File: src/verilog/bdm_pkg.sv
package bdm_pkg;
    localparam int DATA_W = 8;
    localparam int ADDR_W = 8;
    localparam int PC_W = 11;
    localparam int PAGE_W = 8;
    localparam int RAM_ADDR_W = 7;
    localparam int RAM_DEPTH = 128;
    localparam int BANK_CNT = 2;

    localparam logic [ADDR_W-1:0] OFF_IND_ZERO = 8'h00;
    localparam logic [ADDR_W-1:0] OFF_PTR_ZERO = 8'h01;
    localparam logic [ADDR_W-1:0] OFF_IND_ONE = 8'h02;
    localparam logic [ADDR_W-1:0] OFF_PTR_ONE = 8'h03;
    localparam logic [ADDR_W-1:0] OFF_BANK_SEL = 8'h04;
    localparam logic [ADDR_W-1:0] OFF_ACCUM = 8'h05;
    localparam logic [ADDR_W-1:0] OFF_PC_LOW = 8'h06;
    localparam logic [ADDR_W-1:0] OFF_NV_CTRL = 8'h40;

    localparam logic [ADDR_W-1:0] SFR_LAST = 8'h4f;
    localparam logic [ADDR_W-1:0] GP_FIRST = 8'h50;
    localparam logic [ADDR_W-1:0] GP_LAST = 8'h7f;
    localparam logic [ADDR_W-1:0] BANK_ONE_SEL = 8'h01;

    localparam logic [DATA_W-1:0] ZERO_BYTE = 8'h00;
    localparam logic [DATA_W-1:0] BANK_SEL_RESET = 8'h00;
    localparam int BANK_BIT = 0;
    localparam logic [3:0] NV_CTRL_MASK = 4'h0;

    // one data-memory access request from the core
    typedef struct packed {
        logic rd;
        logic wr;
        logic acc;
        logic [ADDR_W-1:0] addr;
        logic [DATA_W-1:0] wdata;
    } bdm_req_t;

    // resolved target of an access
    typedef struct packed {
        logic bank;
        logic [RAM_ADDR_W-1:0] addr;
        logic null_hit;
    } bdm_target_t;

    typedef enum logic [1:0] {
        BDM_RUN = 2'b00,
        BDM_DUMMY = 2'b01
    } bdm_state_t;
endpackage : bdm_pkg

File: src/verilog/bdm_addr_resolve.sv
`timescale 1ns/1ps
`default_nettype none
module bdm_addr_resolve
    import bdm_pkg::*;
(
    input wire logic [ADDR_W-1:0] directAddr,
    input wire logic [DATA_W-1:0] ptrZero,
    input wire logic [DATA_W-1:0] ptrOne,
    input wire logic bankSelBit,
    output bdm_target_t target
);
    wire logic isIndZero = (directAddr == OFF_IND_ZERO);
    wire logic isIndOne = (directAddr == OFF_IND_ONE);
    wire logic [ADDR_W-1:0] effAddr = isIndZero ? ptrZero : (isIndOne ? ptrOne : directAddr); // RULE5
    // first port bank 0 only, second port follows bank select, direct is bank 0
    wire logic effBank = isIndOne ? bankSelBit : 1'b0; // RULE6 RULE9
    // pointer aimed back at a port gives a null access
    wire logic nullHit = (isIndZero | isIndOne)
        & ((effAddr == OFF_IND_ZERO) | (effAddr == OFF_IND_ONE)); // RULE7

    assign target.bank = effBank;
    assign target.addr = effAddr[RAM_ADDR_W-1:0]; // RULE17
    assign target.null_hit = nullHit;
endmodule : bdm_addr_resolve
`default_nettype wire

File: src/verilog/bdm_gp_ram.sv
`timescale 1ns/1ps
`default_nettype none
module bdm_gp_ram
    import bdm_pkg::*;
(
    input wire logic mclk,
    input wire logic wrEn,
    input wire logic bank,
    input wire logic [RAM_ADDR_W-1:0] addr,
    input wire logic [DATA_W-1:0] wdata,
    output logic [DATA_W-1:0] rdata
);
    // no reset on the array: ram content is undefined after power-up
    logic [DATA_W-1:0] mem [BANK_CNT*RAM_DEPTH];
    wire logic [RAM_ADDR_W:0] idx = {bank, addr};

    always_ff @(posedge mclk) begin
        if (wrEn) begin
            mem[idx] <= wdata; // RULE4
        end
    end
    assign rdata = mem[idx];
endmodule : bdm_gp_ram
`default_nettype wire

File: src/verilog/bdm_data_memory.sv
`timescale 1ns/1ps
`default_nettype none
// Functional notes
// RULE1: two data banks exist and bit 0 of the bank select register picks bank 0 or bank 1.
// RULE2: special registers answer in any bank except the nv control register at 40H, seen only in bank 1.
// RULE3: every bank starts at address 00H.
// RULE4: each general purpose location can be read and written.
// RULE5: access to an indirect port goes to the location in its pointer, never to the port.
// RULE6: the first port reaches bank 0 only and the second port the bank that bank select names.
// RULE7: an indirect port reached indirectly reads 00H and ignores writes.
// RULE8: both pointers are real registers that read, write and modify normally.
// RULE9: direct addressing always hits bank 0; bank 1 is reached only through the second pointer.
// RULE10: reset clears the bank select except a watchdog reset during power-down, which keeps it.
// RULE11: bits 7 to 1 of bank select read as zero.
// RULE12: unused special locations read 00H.
// RULE13: register to register moves pass through the accumulator, which also takes alu results.
// RULE14: writing pc low jumps within the current page and keeps the upper counter bits.
// RULE15: a pc low write inserts one dummy cycle before the target runs.
// RULE16: the nv control register is reached only with pointer one at 40H and bank select at 01H.
// RULE17: the second port address is the bank bit joined to the low seven bits of pointer one.
module bdm_data_memory
    import bdm_pkg::*;
(
    input wire logic mclk,
    input wire logic rst,
    input wire logic wdtSleepReset,
    input wire bdm_req_t req,
    input wire logic aluResultValid,
    input wire logic [DATA_W-1:0] aluResult,
    input wire logic pcAdvance,
    input wire logic [PC_W-1:0] pcLoadValue,
    input wire logic pcLoad,
    output logic [DATA_W-1:0] readData,
    output logic [DATA_W-1:0] accumOut,
    output logic [PC_W-1:0] pcOut,
    output logic dummyCycle,
    output logic nvCtrlWrite,
    output logic [3:0] nvCtrlData,
    output logic [DATA_W-1:0] bankSelOut
);
    logic [DATA_W-1:0] ptrZero_reg;
    logic [DATA_W-1:0] ptrOne_reg;
    logic bankSel_reg;
    logic keepBank_reg;
    logic [DATA_W-1:0] accum_reg;
    logic [PC_W-1:0] pc_reg;
    logic [3:0] nvCtrl_reg;
    logic [DATA_W-1:0] readData_reg;
    logic nvCtrlWrite_reg;
    bdm_state_t state_reg;
    bdm_state_t state_next;
    bdm_target_t target;
    logic [DATA_W-1:0] ramRdata;

    bdm_addr_resolve uResolve (
        .directAddr(req.addr),
        .ptrZero(ptrZero_reg),
        .ptrOne(ptrOne_reg),
        .bankSelBit(bankSel_reg),
        .target(target)
    );

    wire logic [ADDR_W-1:0] tgtAddr = {1'b0, target.addr};
    wire logic inGp = (tgtAddr >= GP_FIRST) && (tgtAddr <= GP_LAST); // RULE3
    wire logic hitPtrZero = !target.null_hit && tgtAddr == OFF_PTR_ZERO;
    wire logic hitPtrOne = !target.null_hit && tgtAddr == OFF_PTR_ONE;
    wire logic hitBankSel = !target.null_hit && tgtAddr == OFF_BANK_SEL;
    wire logic hitAccum = !target.null_hit && tgtAddr == OFF_ACCUM;
    wire logic hitPcLow = !target.null_hit && tgtAddr == OFF_PC_LOW;
    // nv control only under bank 1 through pointer one
    wire logic hitNv = !target.null_hit && target.bank && tgtAddr == OFF_NV_CTRL
        && bankSelOut == BANK_ONE_SEL && ptrOne_reg == OFF_NV_CTRL; // RULE2 RULE16
    wire logic gpWrite = req.wr && inGp && !target.null_hit; // RULE4
    wire logic stall = (state_reg == BDM_DUMMY);
    wire logic doWr = req.wr && !stall;
    wire logic doRd = req.rd && !stall;

    // special registers except nv control are shared across banks, so bank only splits the gp area and nv control
    bdm_gp_ram uRam (
        .mclk(mclk),
        .wrEn(gpWrite && !stall),
        .bank(target.bank),
        .addr(target.addr),
        .wdata(req.wdata),
        .rdata(ramRdata)
    );

    wire logic [DATA_W-1:0] bankRead = {{(DATA_W-1){1'b0}}, bankSel_reg}; // RULE11
    wire logic [DATA_W-1:0] rdMux =
        target.null_hit ? ZERO_BYTE : // RULE7
        hitPtrZero ? ptrZero_reg :
        hitPtrOne ? ptrOne_reg :
        hitBankSel ? bankRead :
        hitAccum ? accum_reg :
        hitPcLow ? pc_reg[PAGE_W-1:0] :
        hitNv ? {4'h0, nvCtrl_reg} :
        inGp ? ramRdata : ZERO_BYTE; // RULE12

    assign readData = readData_reg;
    assign accumOut = accum_reg;
    assign pcOut = pc_reg;
    assign dummyCycle = stall;
    assign nvCtrlWrite = nvCtrlWrite_reg;
    assign nvCtrlData = nvCtrl_reg;
    assign bankSelOut = bankRead;

    wire logic pcLowWrite = doWr && hitPcLow;
    assign state_next = pcLowWrite ? BDM_DUMMY : BDM_RUN; // RULE15

    always_ff @(posedge mclk or posedge rst) begin
        if (rst) begin
            state_reg <= BDM_RUN;
        end else begin
            state_reg <= state_next;
        end
    end

    always_ff @(posedge mclk or posedge rst) begin
        if (rst) begin
            ptrZero_reg <= ZERO_BYTE;
            ptrOne_reg <= ZERO_BYTE;
        end else begin
            if (doWr && hitPtrZero) begin
                ptrZero_reg <= req.wdata; // RULE8
            end
            if (doWr && hitPtrOne) begin
                ptrOne_reg <= req.wdata; // RULE8
            end
        end
    end

    // no reset here: an async clear would wipe the watchdog-in-sleep hint the moment reset rises
    always_ff @(posedge mclk) begin
        keepBank_reg <= wdtSleepReset; // RULE10
    end

    // bank select is synchronous-cleared so a watchdog wake can keep it
    always_ff @(posedge mclk) begin
        if (rst && !keepBank_reg) begin
            bankSel_reg <= BANK_SEL_RESET[BANK_BIT]; // RULE10
        end else if (!rst && doWr && hitBankSel) begin
            bankSel_reg <= req.wdata[BANK_BIT]; // RULE1
        end
    end

    always_ff @(posedge mclk or posedge rst) begin
        if (rst) begin
            accum_reg <= ZERO_BYTE;
        end else if (doWr && req.acc) begin
            accum_reg <= req.wdata; // RULE13
        end else if (aluResultValid && !stall) begin
            accum_reg <= aluResult; // RULE13
        end else if (doWr && hitAccum) begin
            accum_reg <= req.wdata;
        end
    end

    always_ff @(posedge mclk or posedge rst) begin
        if (rst) begin
            pc_reg <= {PC_W{1'b0}};
        end else if (pcLowWrite) begin
            pc_reg <= {pc_reg[PC_W-1:PAGE_W], req.wdata}; // RULE14
        end else if (pcLoad && !stall) begin
            pc_reg <= pcLoadValue;
        end else if (pcAdvance && !stall) begin
            pc_reg <= pc_reg + 11'h001;
        end
    end

    always_ff @(posedge mclk or posedge rst) begin
        if (rst) begin
            nvCtrl_reg <= NV_CTRL_MASK;
            nvCtrlWrite_reg <= 1'b0;
        end else begin
            nvCtrlWrite_reg <= doWr && hitNv; // RULE16
            if (doWr && hitNv) begin
                nvCtrl_reg <= req.wdata[3:0];
            end
        end
    end

    always_ff @(posedge mclk or posedge rst) begin
        if (rst) begin
            readData_reg <= ZERO_BYTE;
        end else if (doRd) begin
            readData_reg <= rdMux; // RULE5
        end
    end

    chk_pcl_dummy: assert property (@(posedge mclk) disable iff (rst)
        pcLowWrite |=> dummyCycle ##1 !dummyCycle) else $error("no single dummy cycle"); // RULE15
    chk_pcl_page: assert property (@(posedge mclk) disable iff (rst)
        pcLowWrite |=> pcOut[PC_W-1:PAGE_W] == $past(pc_reg[PC_W-1:PAGE_W])
        && pcOut[PAGE_W-1:0] == $past(req.wdata)) else $error("pc low jump left page"); // RULE14
    chk_bank_upper: assert property (@(posedge mclk) disable iff (rst)
        bankSelOut[DATA_W-1:1] == 7'h00) else $error("bank select upper bits set"); // RULE11
    chk_null_read: assert property (@(posedge mclk) disable iff (rst)
        doRd && target.null_hit |=> readData == ZERO_BYTE) else $error("null read not zero"); // RULE7
    chk_ptr_store: assert property (@(posedge mclk) disable iff (rst)
        doWr && hitPtrOne |=> ptrOne_reg == $past(req.wdata)) else $error("pointer one lost write"); // RULE8
    chk_direct_bank: assert property (@(posedge mclk) disable iff (rst)
        req.addr != OFF_IND_ONE |-> !target.bank) else $error("direct access left bank 0"); // RULE9
    chk_ind_bank: assert property (@(posedge mclk) disable iff (rst)
        req.addr == OFF_IND_ONE |-> target.bank == bankSel_reg
        && target.addr == ptrOne_reg[RAM_ADDR_W-1:0]) else $error("port one bank wrong"); // RULE6
    chk_nv_gate: assert property (@(posedge mclk) disable iff (rst)
        nvCtrlWrite |-> $past(bankSel_reg) && $past(req.addr) == OFF_IND_ONE) else $error("nv written outside bank 1"); // RULE16
    chk_bank_write: assert property (@(posedge mclk) disable iff (rst)
        doWr && hitBankSel |=> bankSelOut[0] == $past(req.wdata[0])) else $error("bank select not stored"); // RULE1
endmodule : bdm_data_memory
`default_nettype wire

File: config.mk
export PLATFORM = sky130hd
export DESIGN_NAME = bdm_data_memory
export DESIGN_NICKNAME = d
export VERILOG_FILES = /design/src/verilog/bdm_pkg.sv /design/src/verilog/bdm_addr_resolve.sv /design/src/verilog/bdm_gp_ram.sv /design/src/verilog/bdm_data_memory.sv
export SDC_FILE = /design/constraint.sdc
export NUM_CORES = 2
export LEC_CHECK = 0
export BUFFER_PORTS_ARGS = -buffer_cell sky130_fd_sc_hd__buf_2
export CORE_MARGIN = 2
export CORE_UTILIZATION = 30
export CTS_BUF_LIST = sky130_fd_sc_hd__clkbuf_2 sky130_fd_sc_hd__clkbuf_4 sky130_fd_sc_hd__clkbuf_8
export DETAILED_ROUTE_END_ITERATION = 8
export PLACE_DENSITY = 0.45
export RECOVER_POWER = 50
export SLEW_MARGIN = 20
export SYNTH_ARGS = -nofsm -noshare
export SYNTH_HDL_FRONTEND = slang
export SYNTH_SLANG_ARGS = --single-unit
File: constraint.sdc
create_clock -name mclk -period 3.7 [get_ports mclk]
set_clock_uncertainty 0.05 [all_clocks]
set_input_delay 0.555 -clock mclk [delete_from_list [all_inputs] [get_ports mclk]]
set_output_delay 0.555 -clock mclk [all_outputs]
set_load 0.01 [all_outputs]
==> results.json <==
{
  "synth-seq-cells": 875,
  "crit_start": "ptrOne_reg[2]",
  "core-area_sq_um": 118000,
  "die_h_microns": 349,
  "netlist_area_sq_um": 35800,
  "route.detailed.drc": 0,
  "ir_worst_vdd_uv": 361,
  "ios": 85,
  "rr_startpoint": "ptrOne_reg[2]",
  "ys_types": 79,
  "slew_headroom_pct": -117,
  "die_x_microns": 349,
  "vias": 25400,
  "synth_edf_count": 824,
  "grt_pass1_wl_microns": 184000,
  "syn2layout_area_growth_pct": 24.6,
  "async_flop_share_pct": 5.60,
  "globalRouteTotalUtil_pct": 21.0,
  "worstMarginPinSlew_ns": 3.25,
  "use_met2_pct": 32.8,
  "setup_viol": 0,
  "worst_setup_path_start_kind": "flip-flop",
  "numCtsBuffers": 151,
  "grt_setup_unrepaired": "false",
  "top_usage_layer": "met2",
  "r2r_end": "readData[1]",
  "clk_pin_slew_worst_paths_ns": 0.07,
  "finalHoldViolCount": 0,
  "routed_wl_microns": 129000,
  "h-tree-depth": 4,
  "outcome": "finished, violations left",
  "maxCapViolCount": 8,
  "ys.flop_type": "edfxtp_1",
  "antenna_left": 0,
  "grt_max_degree": 87,
  "ctsHoldBuffers": 13,
  "yosysSeqAreaShare_pct": 72.6,
  "hold_class": "primary input to flip-flop",
  "violations": "max-capacitance violations, max-slew violations",
  "grt_use_met3_pct": 3.80,
  "yosysWarnings": 0,
  "period_needed_ns": 3.60,
  "post_cts_buffers": 0,
  "die-area_sq_um": 122000,
  "cts_resized": 0,
  "yosysMostFrequentCell": "edfxtp_1",
  "clk_latency_ns": 0.83,
  "cp.required_ns": 4.41,
  "slew_violations": 449,
  "r2r_setup_slack_ns": 0.10,
  "critPathKind": "flip-flop to flip-flop",
  "drive_gt1_share_pct": 23.8,
  "use_met1_pct": 29.3,
  "postSynthAreaPerCell_sq_um": 13.4,
  "routedWlPerCell_microns": 26.4,
  "antenna_found_initial": 3,
  "gr-total-overflow": 0,
  "fin_util_pct": 37.7,
  "drt_iter0_drc": 2657,
  "cp-end-kind": "flip-flop",
  "cts_tree": "yes",
  "via_per_inst": 5.20,
  "synth_area_leader_cell": "edfxtp_1",
  "synth_top_cell_area_share_pct": 69.1,
  "place_congestion": 0.927,
  "p_per_area_nw_per_um2": 483,
  "dp_hpwl_microns": 87400,
  "fp-row-count": 126,
  "r2r_cells": 12,
  "fmax_mhz": 278,
  "largest_reg_flops": 824,
  "grt_pass1_vias": 25100,
  "start_util_pct": 30.3,
  "cp.arrival_ns": 4.30,
  "cp_max_fo": 12,
  "fin_cells": 4896,
  "nets": 3284,
  "min_period_over_period_pct": 97.2,
  "top_register": "uRam.mem",
  "clock_tree.buffer_depth": 3,
  "portBuffers": 77,
  "p_leak_uw": 0.0161,
  "synthCells": 2662,
  "dp_cells": 4608,
  "cts-root-buf": "clkbuf_8",
  "yosys-top-cells-count": "edfxtp_1 (824), nand2_1 (620), nand3_1 (200), nor2_1 (145), mux2i_1 (118)",
  "endpoint": "readData[1]",
  "cts_sinks": 875,
  "synth_area_leaders": "edfxtp_1 (69%), nand2_1 (6.5%), dfrtp_1 (3.4%), mux2i_1 (3.3%), nand3_1 (2.8%)",
  "dr.pass1.iters": 7
}
cell usage in the layout, fill, tap and decap left out, drive strengths merged, types with 27 or more instances in the layout:
master / count
a32oi: 47
nand2: 621
edfxtp: 824
nand4: 27
mux2i: 118
a22oi: 28
a21oi: 92
clkbuf: 219
dfrtp: 49
nor2: 147
clkinv: 54
buf: 490
o21ai: 46
nand3: 200
and3: 31
conb: 63
a31oi: 46
worst max-delay path, cell delays in order (launching register included):
cell and delay [ns]:
dfrtp_1 0.47, mux2_2 0.35, a41oi_4 0.31, buf_4 0.24, buf_4 0.25, a21oi_2 0.08, buf_4 0.24, a32oi_1 0.30
a31oi_1 0.13, buf_4 0.15, a31oi_1 0.57, nand3_1 0.19, o21ai_0 0.18
worst min path at each step:
stage / start / endpoint / slack [ns] / cells after the start
after global routing: pcLoadValue[7] / pcOut[7] / 0.15 / 4
after floorplan: keepBank_reg / bankSel_reg / 0.44 / 2
after CTS: pcLoadValue[7] / pcOut[7] / 0.08 / 4
after global placement: pcOut[10] / pcOut[10] / 0.48 / 2
final: pcLoadValue[7] / pcOut[7] / 0.16 / 4
after detailed placement: ptrZero_reg[7] / ptrZero_reg[7] / 0.49 / 1
area by class of cell:
type	count	area, sq um
diodes	1	2.50
clock buffers	199	2480
clock inverters	74	517
fillers	11400	73600
inverters	8	30.0
multi-input cells	1680	9390
flip-flops and latches	875	26000
well taps	1536	1920
repair buffers	523	4250
where the power goes:
part	switching, uW	internal (uW)	total (uW)
Sequential	118	11000	11100
Combinational	1080	559	1640
Clock	4080	4750	8830
Total	5280	16300	21600
kinds of logic (layout without fill, tap and decap cells):
kind of cell | Yosys count | in the layout | share of synthesized area (%)
muxes | 148 | 148 | 4.46
other | 1 | 64 | 0.0105
adders and majority gates | 1 | 1 | 0.0349
buffers and inverters | 169 | 804 | 2.23
xor gates and xnor gates | 1 | 1 | 0.0245
DFF | 875 | 875 | 72.6
and+or+nand+nor | 1083 | 1083 | 13.0
AOI/OAI and AO/OA | 384 | 384 | 7.54
routing by layer:
layer	wire length [microns]	vias to the layer above
met2	58800	1034
met4	3990	2
met3	8420	209
met1	58000	13000
li1	-	11200
met5	8	-
per-stage QoR:
step                setup slack [ns]  cell area, sq um  total power [uW]  hold slack (ns)  TNS [ns]
CTS                            0.162             44700             21800           0.0837         0
finish                         0.103             44600             21600            0.162         0
floorplan                      0.208             36000             11900            0.442         0
global route                  0.0598             44600             22300            0.153         0
detailed placement            -0.398             41500             12900            0.492     -4.77
global placement              -0.432             41500             12900            0.480     -4.72
Note: power is estimated with default switching activity, not from simulation.
